File: config.mk
export PLATFORM = sky130hd
export DESIGN_NAME = phy_addr_strap_led_pins
export DESIGN_NICKNAME = d
export VERILOG_FILES = /design/src/logic/led_strap_pkg.sv /design/src/logic/phy_addr_strap_led_pins.sv
export VERILOG_INCLUDE_DIRS = /design/src /design/src/logic
export SDC_FILE = /design/constraint.sdc
export NUM_CORES = 1
export LEC_CHECK = 0
export BUFFER_PORTS_ARGS = -buffer_cell sky130_fd_sc_hd__buf_2
export CAP_MARGIN = 5
export CORE_AREA = 2 2 69 120
export CTS_CLUSTER_SIZE = 8
export DETAILED_ROUTE_END_ITERATION = 6
export DIE_AREA = 0 0 71 122
export GPL_TIMING_DRIVEN = 0
export PLACE_DENSITY = 0.52
export SLEW_MARGIN = 20
export SYNTH_ARGS = -nofsm -noshare
export SYNTH_HDL_FRONTEND = slang
export SYNTH_SLANG_ARGS = --single-unit
export TNS_END_PERCENT = 20
File: constraint.sdc
create_clock -name clock -period 2.94 [get_ports clock]
set_clock_uncertainty 0.2 [all_clocks]
set_input_delay 0.294 -clock clock [delete_from_list [all_inputs] [get_ports clock]]
set_output_delay 0.294 -clock clock [all_outputs]
set_load 0.01 [all_outputs]
File: src/logic/led_strap_consts.svh
// Constants for the shared address strap and status LED pins
`ifndef LED_STRAP_CONSTS_SVH
`define LED_STRAP_CONSTS_SVH
`define CLOCK_PERIOD_PS 4000
`define COL_STRETCH_MS 70
`define COL_STRETCH_CYCLES ((`COL_STRETCH_MS * 64'd1000000000) / `CLOCK_PERIOD_PS)
`define STRAP_PIN_COUNT 5
`define ADDR_BIT_ACT 0
`define ADDR_BIT_COL 1
`define ADDR_BIT_LINK 2
`define ADDR_BIT_TX 3
`define ADDR_BIT_RX 4
`define PHY_ADDR_RESET 5'h00
`endif

File: src/logic/led_strap_pkg.sv
// Types for the shared address strap and status LED pins
package led_strap_pkg;
  typedef logic [4:0] phy_addr_t;
  typedef enum logic [1:0] {PH_RESET, PH_SAMPLE, PH_DRIVE} pin_phase_t;
endpackage

File: src/logic/phy_addr_strap_led_pins.sv
// Shared PHY address strap and status LED pin logic
//
// Contract
// Each shared pin is an input while power-on or hardware reset is in progress.
// After reset each shared pin turns output and drives its status indication.
// A low strap level gives address bit zero and a high level gives one.
// Strap pins supply address bits 1 to 4 from collision, link, transmit and receive pins.
// The latched address is used in hardware and software configured modes alike.
// The bit 1 pin shows collision status after reset.
// Each detected collision holds the collision indicator on for about 70 ms.
// The bit 2 pin is asserted while a valid link exists.
// The bit 3 pin is asserted while transmit activity is present.
// The bit 4 pin is asserted while receive activity is present.
// The board pulls every shared pin to a defined level and never leaves one floating.
// Each strap level is captured as reset is left, before the pin turns output.
// The asserted output level is the inverse of the level sampled during reset.
// A software reset neither resamples the straps nor changes pin direction.
// A fifth pin supplies address bit 0 and then shows transmit-or-receive activity.
// The five latched bits form the PHY address, stable until the next hard reset.
//
// The straps pass the two-flop synchroniser while reset is held, so the
// captured value is the settled board level at the edge that leaves reset.
// Pins stay inputs for three edges after release: one to settle, one to sample, one to drive.
// The collision stretch is a count of core clock cycles, about 70 ms by default.
// Software reset is left unread here on purpose, so it cannot move the pins.
// The asserted level of each pin is the inverse of its strap level.
// Outputs all come from flops, so status shows one cycle after it changes.
`include "led_strap_consts.svh"
module phy_addr_strap_led_pins #(
  parameter logic [31:0] COL_STRETCH = 32'(`COL_STRETCH_CYCLES)
) (
  input wire logic clock,
  input wire logic rst_n,
  input wire logic sw_reset,
  input wire logic collision,
  input wire logic link_up,
  input wire logic tx_active,
  input wire logic rx_active,
  input wire logic [4:0] pin_in,
  output logic [4:0] pin_out,
  output logic [4:0] pin_oe,
  output led_strap_pkg::phy_addr_t phy_addr,
  output logic addr_valid
);
  import led_strap_pkg::*;

  // Synchroniser and phase state
  logic [4:0] sync1_ff;
  logic [4:0] sync2_ff;
  pin_phase_t phase_ff;
  pin_phase_t nxt_phase;

  // Captured address
  phy_addr_t addr_ff;

  // Stretch counter
  logic [31:0] col_cnt_ff;
  logic [31:0] nxt_col_cnt;

  // Output registers and decode
  logic [4:0] out_ff;
  logic [4:0] oe_ff;
  logic valid_ff;
  logic col_led;
  logic [4:0] status;
  logic [4:0] nxt_out;

  // Two-stage synchroniser, runs through reset so it holds the straps at release
  always_ff @(posedge clock)
  begin
    sync1_ff <= pin_in;
    sync2_ff <= sync1_ff;
  end

  // Phase: one settle cycle to fill the synchroniser, one sample, then drive
  always_comb
  begin
    case (phase_ff)
      PH_RESET: nxt_phase = PH_SAMPLE;
      PH_SAMPLE: nxt_phase = PH_DRIVE;
      PH_DRIVE: nxt_phase = PH_DRIVE;
      default: nxt_phase = PH_RESET;
    endcase
  end

  always_ff @(posedge clock or negedge rst_n)
  begin
    if (!rst_n)
      phase_ff <= PH_RESET;
    else
      phase_ff <= nxt_phase;
  end

  // Strap capture after release, before the pins turn output; sw_reset not looked at
  always_ff @(posedge clock or negedge rst_n)
  begin
    if (!rst_n)
    begin
      addr_ff <= `PHY_ADDR_RESET;
      valid_ff <= 1'b0;
    end
    else if (phase_ff == PH_SAMPLE)
    begin
      addr_ff <= sync2_ff; // see R03 see R04 see R12 see R14 see R15
      valid_ff <= 1'b1;
    end
  end

  // Collision pulse stretcher
  assign nxt_col_cnt = collision ? COL_STRETCH :
                       (col_cnt_ff != 32'h0) ? col_cnt_ff - 32'h1 : 32'h0;
  assign col_led = collision | (col_cnt_ff != 32'h0);

  always_ff @(posedge clock or negedge rst_n)
  begin
    if (!rst_n)
      col_cnt_ff <= 32'h0;
    else
      col_cnt_ff <= nxt_col_cnt;
  end

  // Status per pin, asserted level is inverse of strap sense
  assign status[`ADDR_BIT_ACT] = tx_active | rx_active;
  assign status[`ADDR_BIT_COL] = col_led;
  assign status[`ADDR_BIT_LINK] = link_up;
  assign status[`ADDR_BIT_TX] = tx_active;
  assign status[`ADDR_BIT_RX] = rx_active;
  assign nxt_out = status ^ addr_ff;

  // Output drive, enables off through hard reset and sampling
  always_ff @(posedge clock or negedge rst_n)
  begin
    if (!rst_n)
    begin
      out_ff <= 5'h00;
      oe_ff <= 5'h00;
    end
    else if (phase_ff == PH_DRIVE)
    begin
      out_ff <= nxt_out;
      oe_ff <= 5'h1F; // see R02
    end
  end

  assign pin_out = out_ff;
  assign pin_oe = oe_ff;
  assign phy_addr = addr_ff;
  assign addr_valid = valid_ff;

  // Checks
  AST_INPUT_UNTIL_SAMPLED: assert property (@(posedge clock) disable iff (!rst_n)
    !valid_ff |-> pin_oe == 5'h00)
    else $error("pins driven before straps sampled");
  AST_DRIVE_AFTER_SAMPLE: assert property (@(posedge clock) disable iff (!rst_n)
    $rose(valid_ff) |-> ##1 pin_oe == 5'h1F)
    else $error("pins not driven after sample");
  AST_ADDR_CAPTURE: assert property (@(posedge clock) disable iff (!rst_n)
    phase_ff == PH_SAMPLE |=> phy_addr == $past(sync2_ff))
    else $error("strap capture wrong");
  AST_ADDR_STABLE: assert property (@(posedge clock) disable iff (!rst_n)
    valid_ff |=> $stable(phy_addr))
    else $error("address changed after capture");
  AST_SW_RESET_KEEPS: assert property (@(posedge clock) disable iff (!rst_n)
    pin_oe == 5'h1F && sw_reset |=> pin_oe == 5'h1F)
    else $error("sw reset changed direction");
  AST_COL_STRETCH: assert property (@(posedge clock) disable iff (!rst_n)
    collision && valid_ff ##1 !collision [*8] |=> pin_out[1] == ~phy_addr[1])
    else $error("collision not stretched");
  AST_LINK_LEVEL: assert property (@(posedge clock) disable iff (!rst_n)
    valid_ff ##1 1'b1 |-> pin_out[2] == ($past(link_up) ^ phy_addr[2]))
    else $error("link led wrong");
  AST_TX_LEVEL: assert property (@(posedge clock) disable iff (!rst_n)
    valid_ff ##1 1'b1 |-> pin_out[3] == ($past(tx_active) ^ phy_addr[3]))
    else $error("tx led wrong");
  AST_RX_LEVEL: assert property (@(posedge clock) disable iff (!rst_n)
    valid_ff ##1 1'b1 |-> pin_out[4] == ($past(rx_active) ^ phy_addr[4]))
    else $error("rx led wrong");
  AST_ACT_LEVEL: assert property (@(posedge clock) disable iff (!rst_n)
    valid_ff ##1 1'b1 |-> pin_out[0] == (($past(tx_active) | $past(rx_active)) ^ phy_addr[0]))
    else $error("activity led wrong");

  // Further checks on the stretcher, direction, capture and activity pin
  AST_COL_LEVEL: assert property (@(posedge clock) disable iff (!rst_n)
    valid_ff ##1 1'b1 |-> pin_out[1] == ($past(col_led) ^ phy_addr[1]))
    else $error("collision led wrong");
  AST_COL_RELOAD: assert property (@(posedge clock) disable iff (!rst_n)
    collision |=> col_cnt_ff == COL_STRETCH)
    else $error("stretch not reloaded");
  AST_COL_COUNTDOWN: assert property (@(posedge clock) disable iff (!rst_n)
    !collision && col_cnt_ff != 32'h0 |=> col_cnt_ff == $past(col_cnt_ff) - 32'h1)
    else $error("stretch count not falling");
  AST_COL_IDLE: assert property (@(posedge clock) disable iff (!rst_n)
    !collision && col_cnt_ff == 32'h0 |=> col_cnt_ff == 32'h0)
    else $error("stretch started without collision");
  AST_OE_HOLDS: assert property (@(posedge clock) disable iff (!rst_n)
    pin_oe == 5'h1F |=> pin_oe == 5'h1F)
    else $error("pins left output mode");
  AST_OE_WHOLE: assert property (@(posedge clock) disable iff (!rst_n)
    pin_oe == 5'h00 || pin_oe == 5'h1F)
    else $error("pin direction split");
  AST_OUT_QUIET: assert property (@(posedge clock) disable iff (!rst_n)
    phase_ff != PH_DRIVE |-> pin_out == 5'h00)
    else $error("pin level set before drive");
  AST_SAMPLE_ONCE: assert property (@(posedge clock) disable iff (!rst_n)
    phase_ff == PH_SAMPLE |=> phase_ff == PH_DRIVE)
    else $error("sample phase repeated");
  AST_VALID_HOLDS: assert property (@(posedge clock) disable iff (!rst_n)
    addr_valid |=> addr_valid)
    else $error("address valid dropped");
  AST_DRIVE_VALID: assert property (@(posedge clock) disable iff (!rst_n)
    phase_ff == PH_DRIVE |-> addr_valid)
    else $error("driving without an address");
  AST_FIRST_EDGE: assert property (@(posedge clock) disable iff (!rst_n)
    phase_ff == PH_RESET |-> pin_oe == 5'h00 && !addr_valid)
    else $error("state not clear after reset");
  AST_SW_RESET_ADDR: assert property (@(posedge clock) disable iff (!rst_n)
    valid_ff && sw_reset |=> $stable(phy_addr))
    else $error("sw reset moved the address");
  AST_ACT_FROM_TX: assert property (@(posedge clock) disable iff (!rst_n)
    valid_ff ##1 $past(tx_active) |-> pin_out[0] == ~phy_addr[0])
    else $error("activity led dark on transmit");
  AST_ADDR_MATCHES_SYNC: assert property (@(posedge clock) disable iff (!rst_n)
    $rose(valid_ff) |-> phy_addr == $past(sync2_ff))
    else $error("address differs from strap");
endmodule

==> key figures <==
Drt
  • Drt drc: 0
  • Via Count: 1970
  • Via/cell ratio: 5.32
  • Wirelength per Cell: about 16 um
  • Routed Wire Length: roughly 5800 um
  • Number of DRC markers in iteration 0: 57
  • Post-route ant nets: 0
  • Pre-antenna DRT Iters: 4

Floorplan
  • Cell row count: 43
  • Die Height: 122 um
  • Die width: 71 um
  • Starting Density: 33.8%
  • Core area: 7800 um^2
  • Die area: ~8700 um^2
  • IO Count: 28

Global routing
  • Vias in the first global route: around 2000
  • First-pass GRT wire length: 9720 um
  • Overflow after GRT: 0
  • Pin count of the biggest net entering global routing: 47
  • Initial antenna violation count: 0
  • Overall Global Routing Usage: 14.6%

Clock tree
  • Worst-Skew Late Latency: 0.30 ns
  • Setup Fix Bufs, Post-CTS: 0
  • Root buffer cell: clkbuf_16
  • CTS resizes: 0
  • Clk buf depth: 2
  • Clk sinks: 56
  • Clock tree from TritonCTS: yes
  • Worst-path clk slew: 0.07 ns
  • Num CTS Buffers: 5
  • H-tree depth: 2

Power and ir drop
  • Seq pwr share: 52.7%
  • Internal power: around 1.2 mW
  • Logic pwr share: 8.8%
  • Peak supply drop: between 400 and 500 uV
  • Switching share of power: 25.5%
  • Total power: 1.60 mW
  • Psw: 0.407 mW
  • Power per cell area: 515 nW/um^2
  • Clock power frac: 38.5%
  • Leakage: roughly 1.2 nW

Finish
  • Layout cell share with drive strength beyond 1: 23.9%
  • N_diodes: 0
  • Area Growth Syn to Fin: 17.3%
  • Fillers: 748
  • Area of the multi-input gates: about 1200 um^2
  • Register area: 1350 um^2
  • Most frequent cells in the layout: dfrtp_1, buf_2, nor2_1
  • Nets: 296
  • Most common cell after layout, fill and taps aside: dfrtp_1

Synth
  • Async S/R FF share, synth: between 80 and 90%
  • Yosys Warn Count: 0
  • Syn Std Cell Area: 2640 um^2
  • Yosys top cell area share: 43.6%
  • Main synth FF type: dfrtp_1
  • Synth Instances: 240
  • Number of synthesized flops with an enable pin: 0
  • Synthesis-stage register bit count: 56
  • Main area contributors after synthesis: dfrtp_1, dfxtp_1, nor4_4
  • Syn Nets: 257
  • Syn Area/Cell: 11.0 um^2
  • Synth area leader: dfrtp_1
  • Sequential area share after synthesis: about half
  • Netlist cell types: 42

Critical path
  • Critical path required time: 2.96 ns
  • CP delay by family, top: simple AND/OR/NAND/NOR gates
  • CP bufs+invs: 1
  • Crit. End Element: flip-flop
  • CP Cell Sequence: inv_1 > ha_1 > nor3b_4 > nand4_1 > or4_1 > a31oi_1
  • WS Path Type: reg2reg
  • Critical-path top delay cell: or4_1
  • Worst setup SP type: flip-flop
  • Largest stage delay, worst path: 0.53 ns
  • CP Data Arrival Time: between 2 and 3 ns
  • Critical path peak fanout: 10

Place
  • Detailed Place HPWL: 4150 um
  • Port bufs: 26
  • GPL Wtd Cong: 0.789

STA
  • Setup tns final: 0 ns
  • Count of final max-slew check failures: 0
  • Slew HR: 54.9%
  • Hold Slack: about 0.073 ns
  • Fin crit period: 2.63 ns
  • Worst-Margin Slew: 0.670 ns
  • Hold Vio Cnt, Final: 0
  • Setup-failing EPs final: 0
  • RSZ-0062 raised after global routing: false
  • Crit share post-route: 89.5%
  • Max Clock Freq: 380 MHz

Run
  • Max_cap viols: 0

Run status
  • Status: complete, no violations

Worst hold path
  • Hold Path Class: in2reg
[cells in the mapped netlist (7+ instances only)]
master,number
dfrtp_1,46
nor2_1,23
a21oi_1,15
o21ai_0,11
dfxtp_1,10
nand2_1,10
inv_1,8
nand3_1,8
or2_2,8
or3_1,8
o31ai_1,7
xnor2_1,7
xor2_1,7
[power groups by stage]
stage | combinational [mW] | clock [mW] | sequential, mW
4_1_cts | 0.141 | 0.646 | 0.841
6_report | 0.140 | 0.614 | 0.841
3_3_place_gp | 0.136 | 0 | 0.857
3_5_place_dp | 0.136 | 0 | 0.857
2_1_floorplan | 0.0804 | 0 | 0.855
5_1_grt | 0.158 | 0.667 | 0.847
[per-stage QoR]
stage,util [%],instance area (um^2),setup WS [ns],instances
after floorplan,-,2640,0.782,240
after global placement,37.0,2880,0.297,356
after detailed placement,37.0,2880,0.303,356
after CTS,39.5,3080,0.281,369
after global routing,39.7,3100,0.0835,370
final,39.7,3100,0.309,370
[worst min-delay path: stages]
cell	delay (ns)
buf_2	0.08
xnor2_1	0.10
a21oi_1	0.06
[registers in the layout, summed over array words and instances (netlist names)]
name        cells
col_cnt_ff     32
phy_addr        5
pin_out         5
sync1_ff        5
sync2_ff        5
phase_ff        2
addr_valid      1
pin_oe          1
[routing by layer]
layer,GRT usage (%),up-vias,wire length [um]
met3,2.23,7,125
li1,-,952,-
met5,0,-,0
met1,15.8,984,2280
met2,27.2,27,3230
met4,6.72,0,122
[timing repair]
action                                  4_1_cts  5_1_grt
endpoints found under the setup margin        0        0
hold buffers                                  5        1
endpoints found under the hold margin         5       46
[kinds of logic after synthesis]
kind of cell	synth area share [%]
buffers and inverters	3.55
adders and majority gates	2.37
AOI/OAI and AO/OA	13.3
and+or+nand+nor	22.8
xor gates and xnor gates	4.64
DFF	51.2
muxes	2.13
[path summary, 6_finish.rpt]
kind,startpoint,to,slack (ns),cells past startpoint
max,col_cnt_ff[0]$_DFF_PN0_,col_cnt_ff[16]$_DFF_PN0_,0.31,6
min,link_up,pin_out[2]$_DFFE_PN0N_,0.07,3
max reg2reg,col_cnt_ff[0]$_DFF_PN0_,col_cnt_ff[16]$_DFF_PN0_,0.31,6
min reg2reg,sync1_ff[0]$_DFF_P_,sync2_ff[0]$_DFF_P_,0.13,0
max in group asynchronous,rst_n,phy_addr[3]$_DFFE_PN0N_,1.78,2
min in group asynchronous,rst_n,col_cnt_ff[0]$_DFF_PN0_,0.34,2
[cell type report]
cell class                 instances  share of cell area [%]
tap                               90                    3.64
sequential                        56                    43.6
multi-input combinational        164                    38.6
clock inverter                     3                   0.848
inverter                           8                   0.970
timing repair buffer              32                    6.22
clock buffer                       5                    4.04
buffer                            12                    2.06
Power figures use the tool's default switching activity.
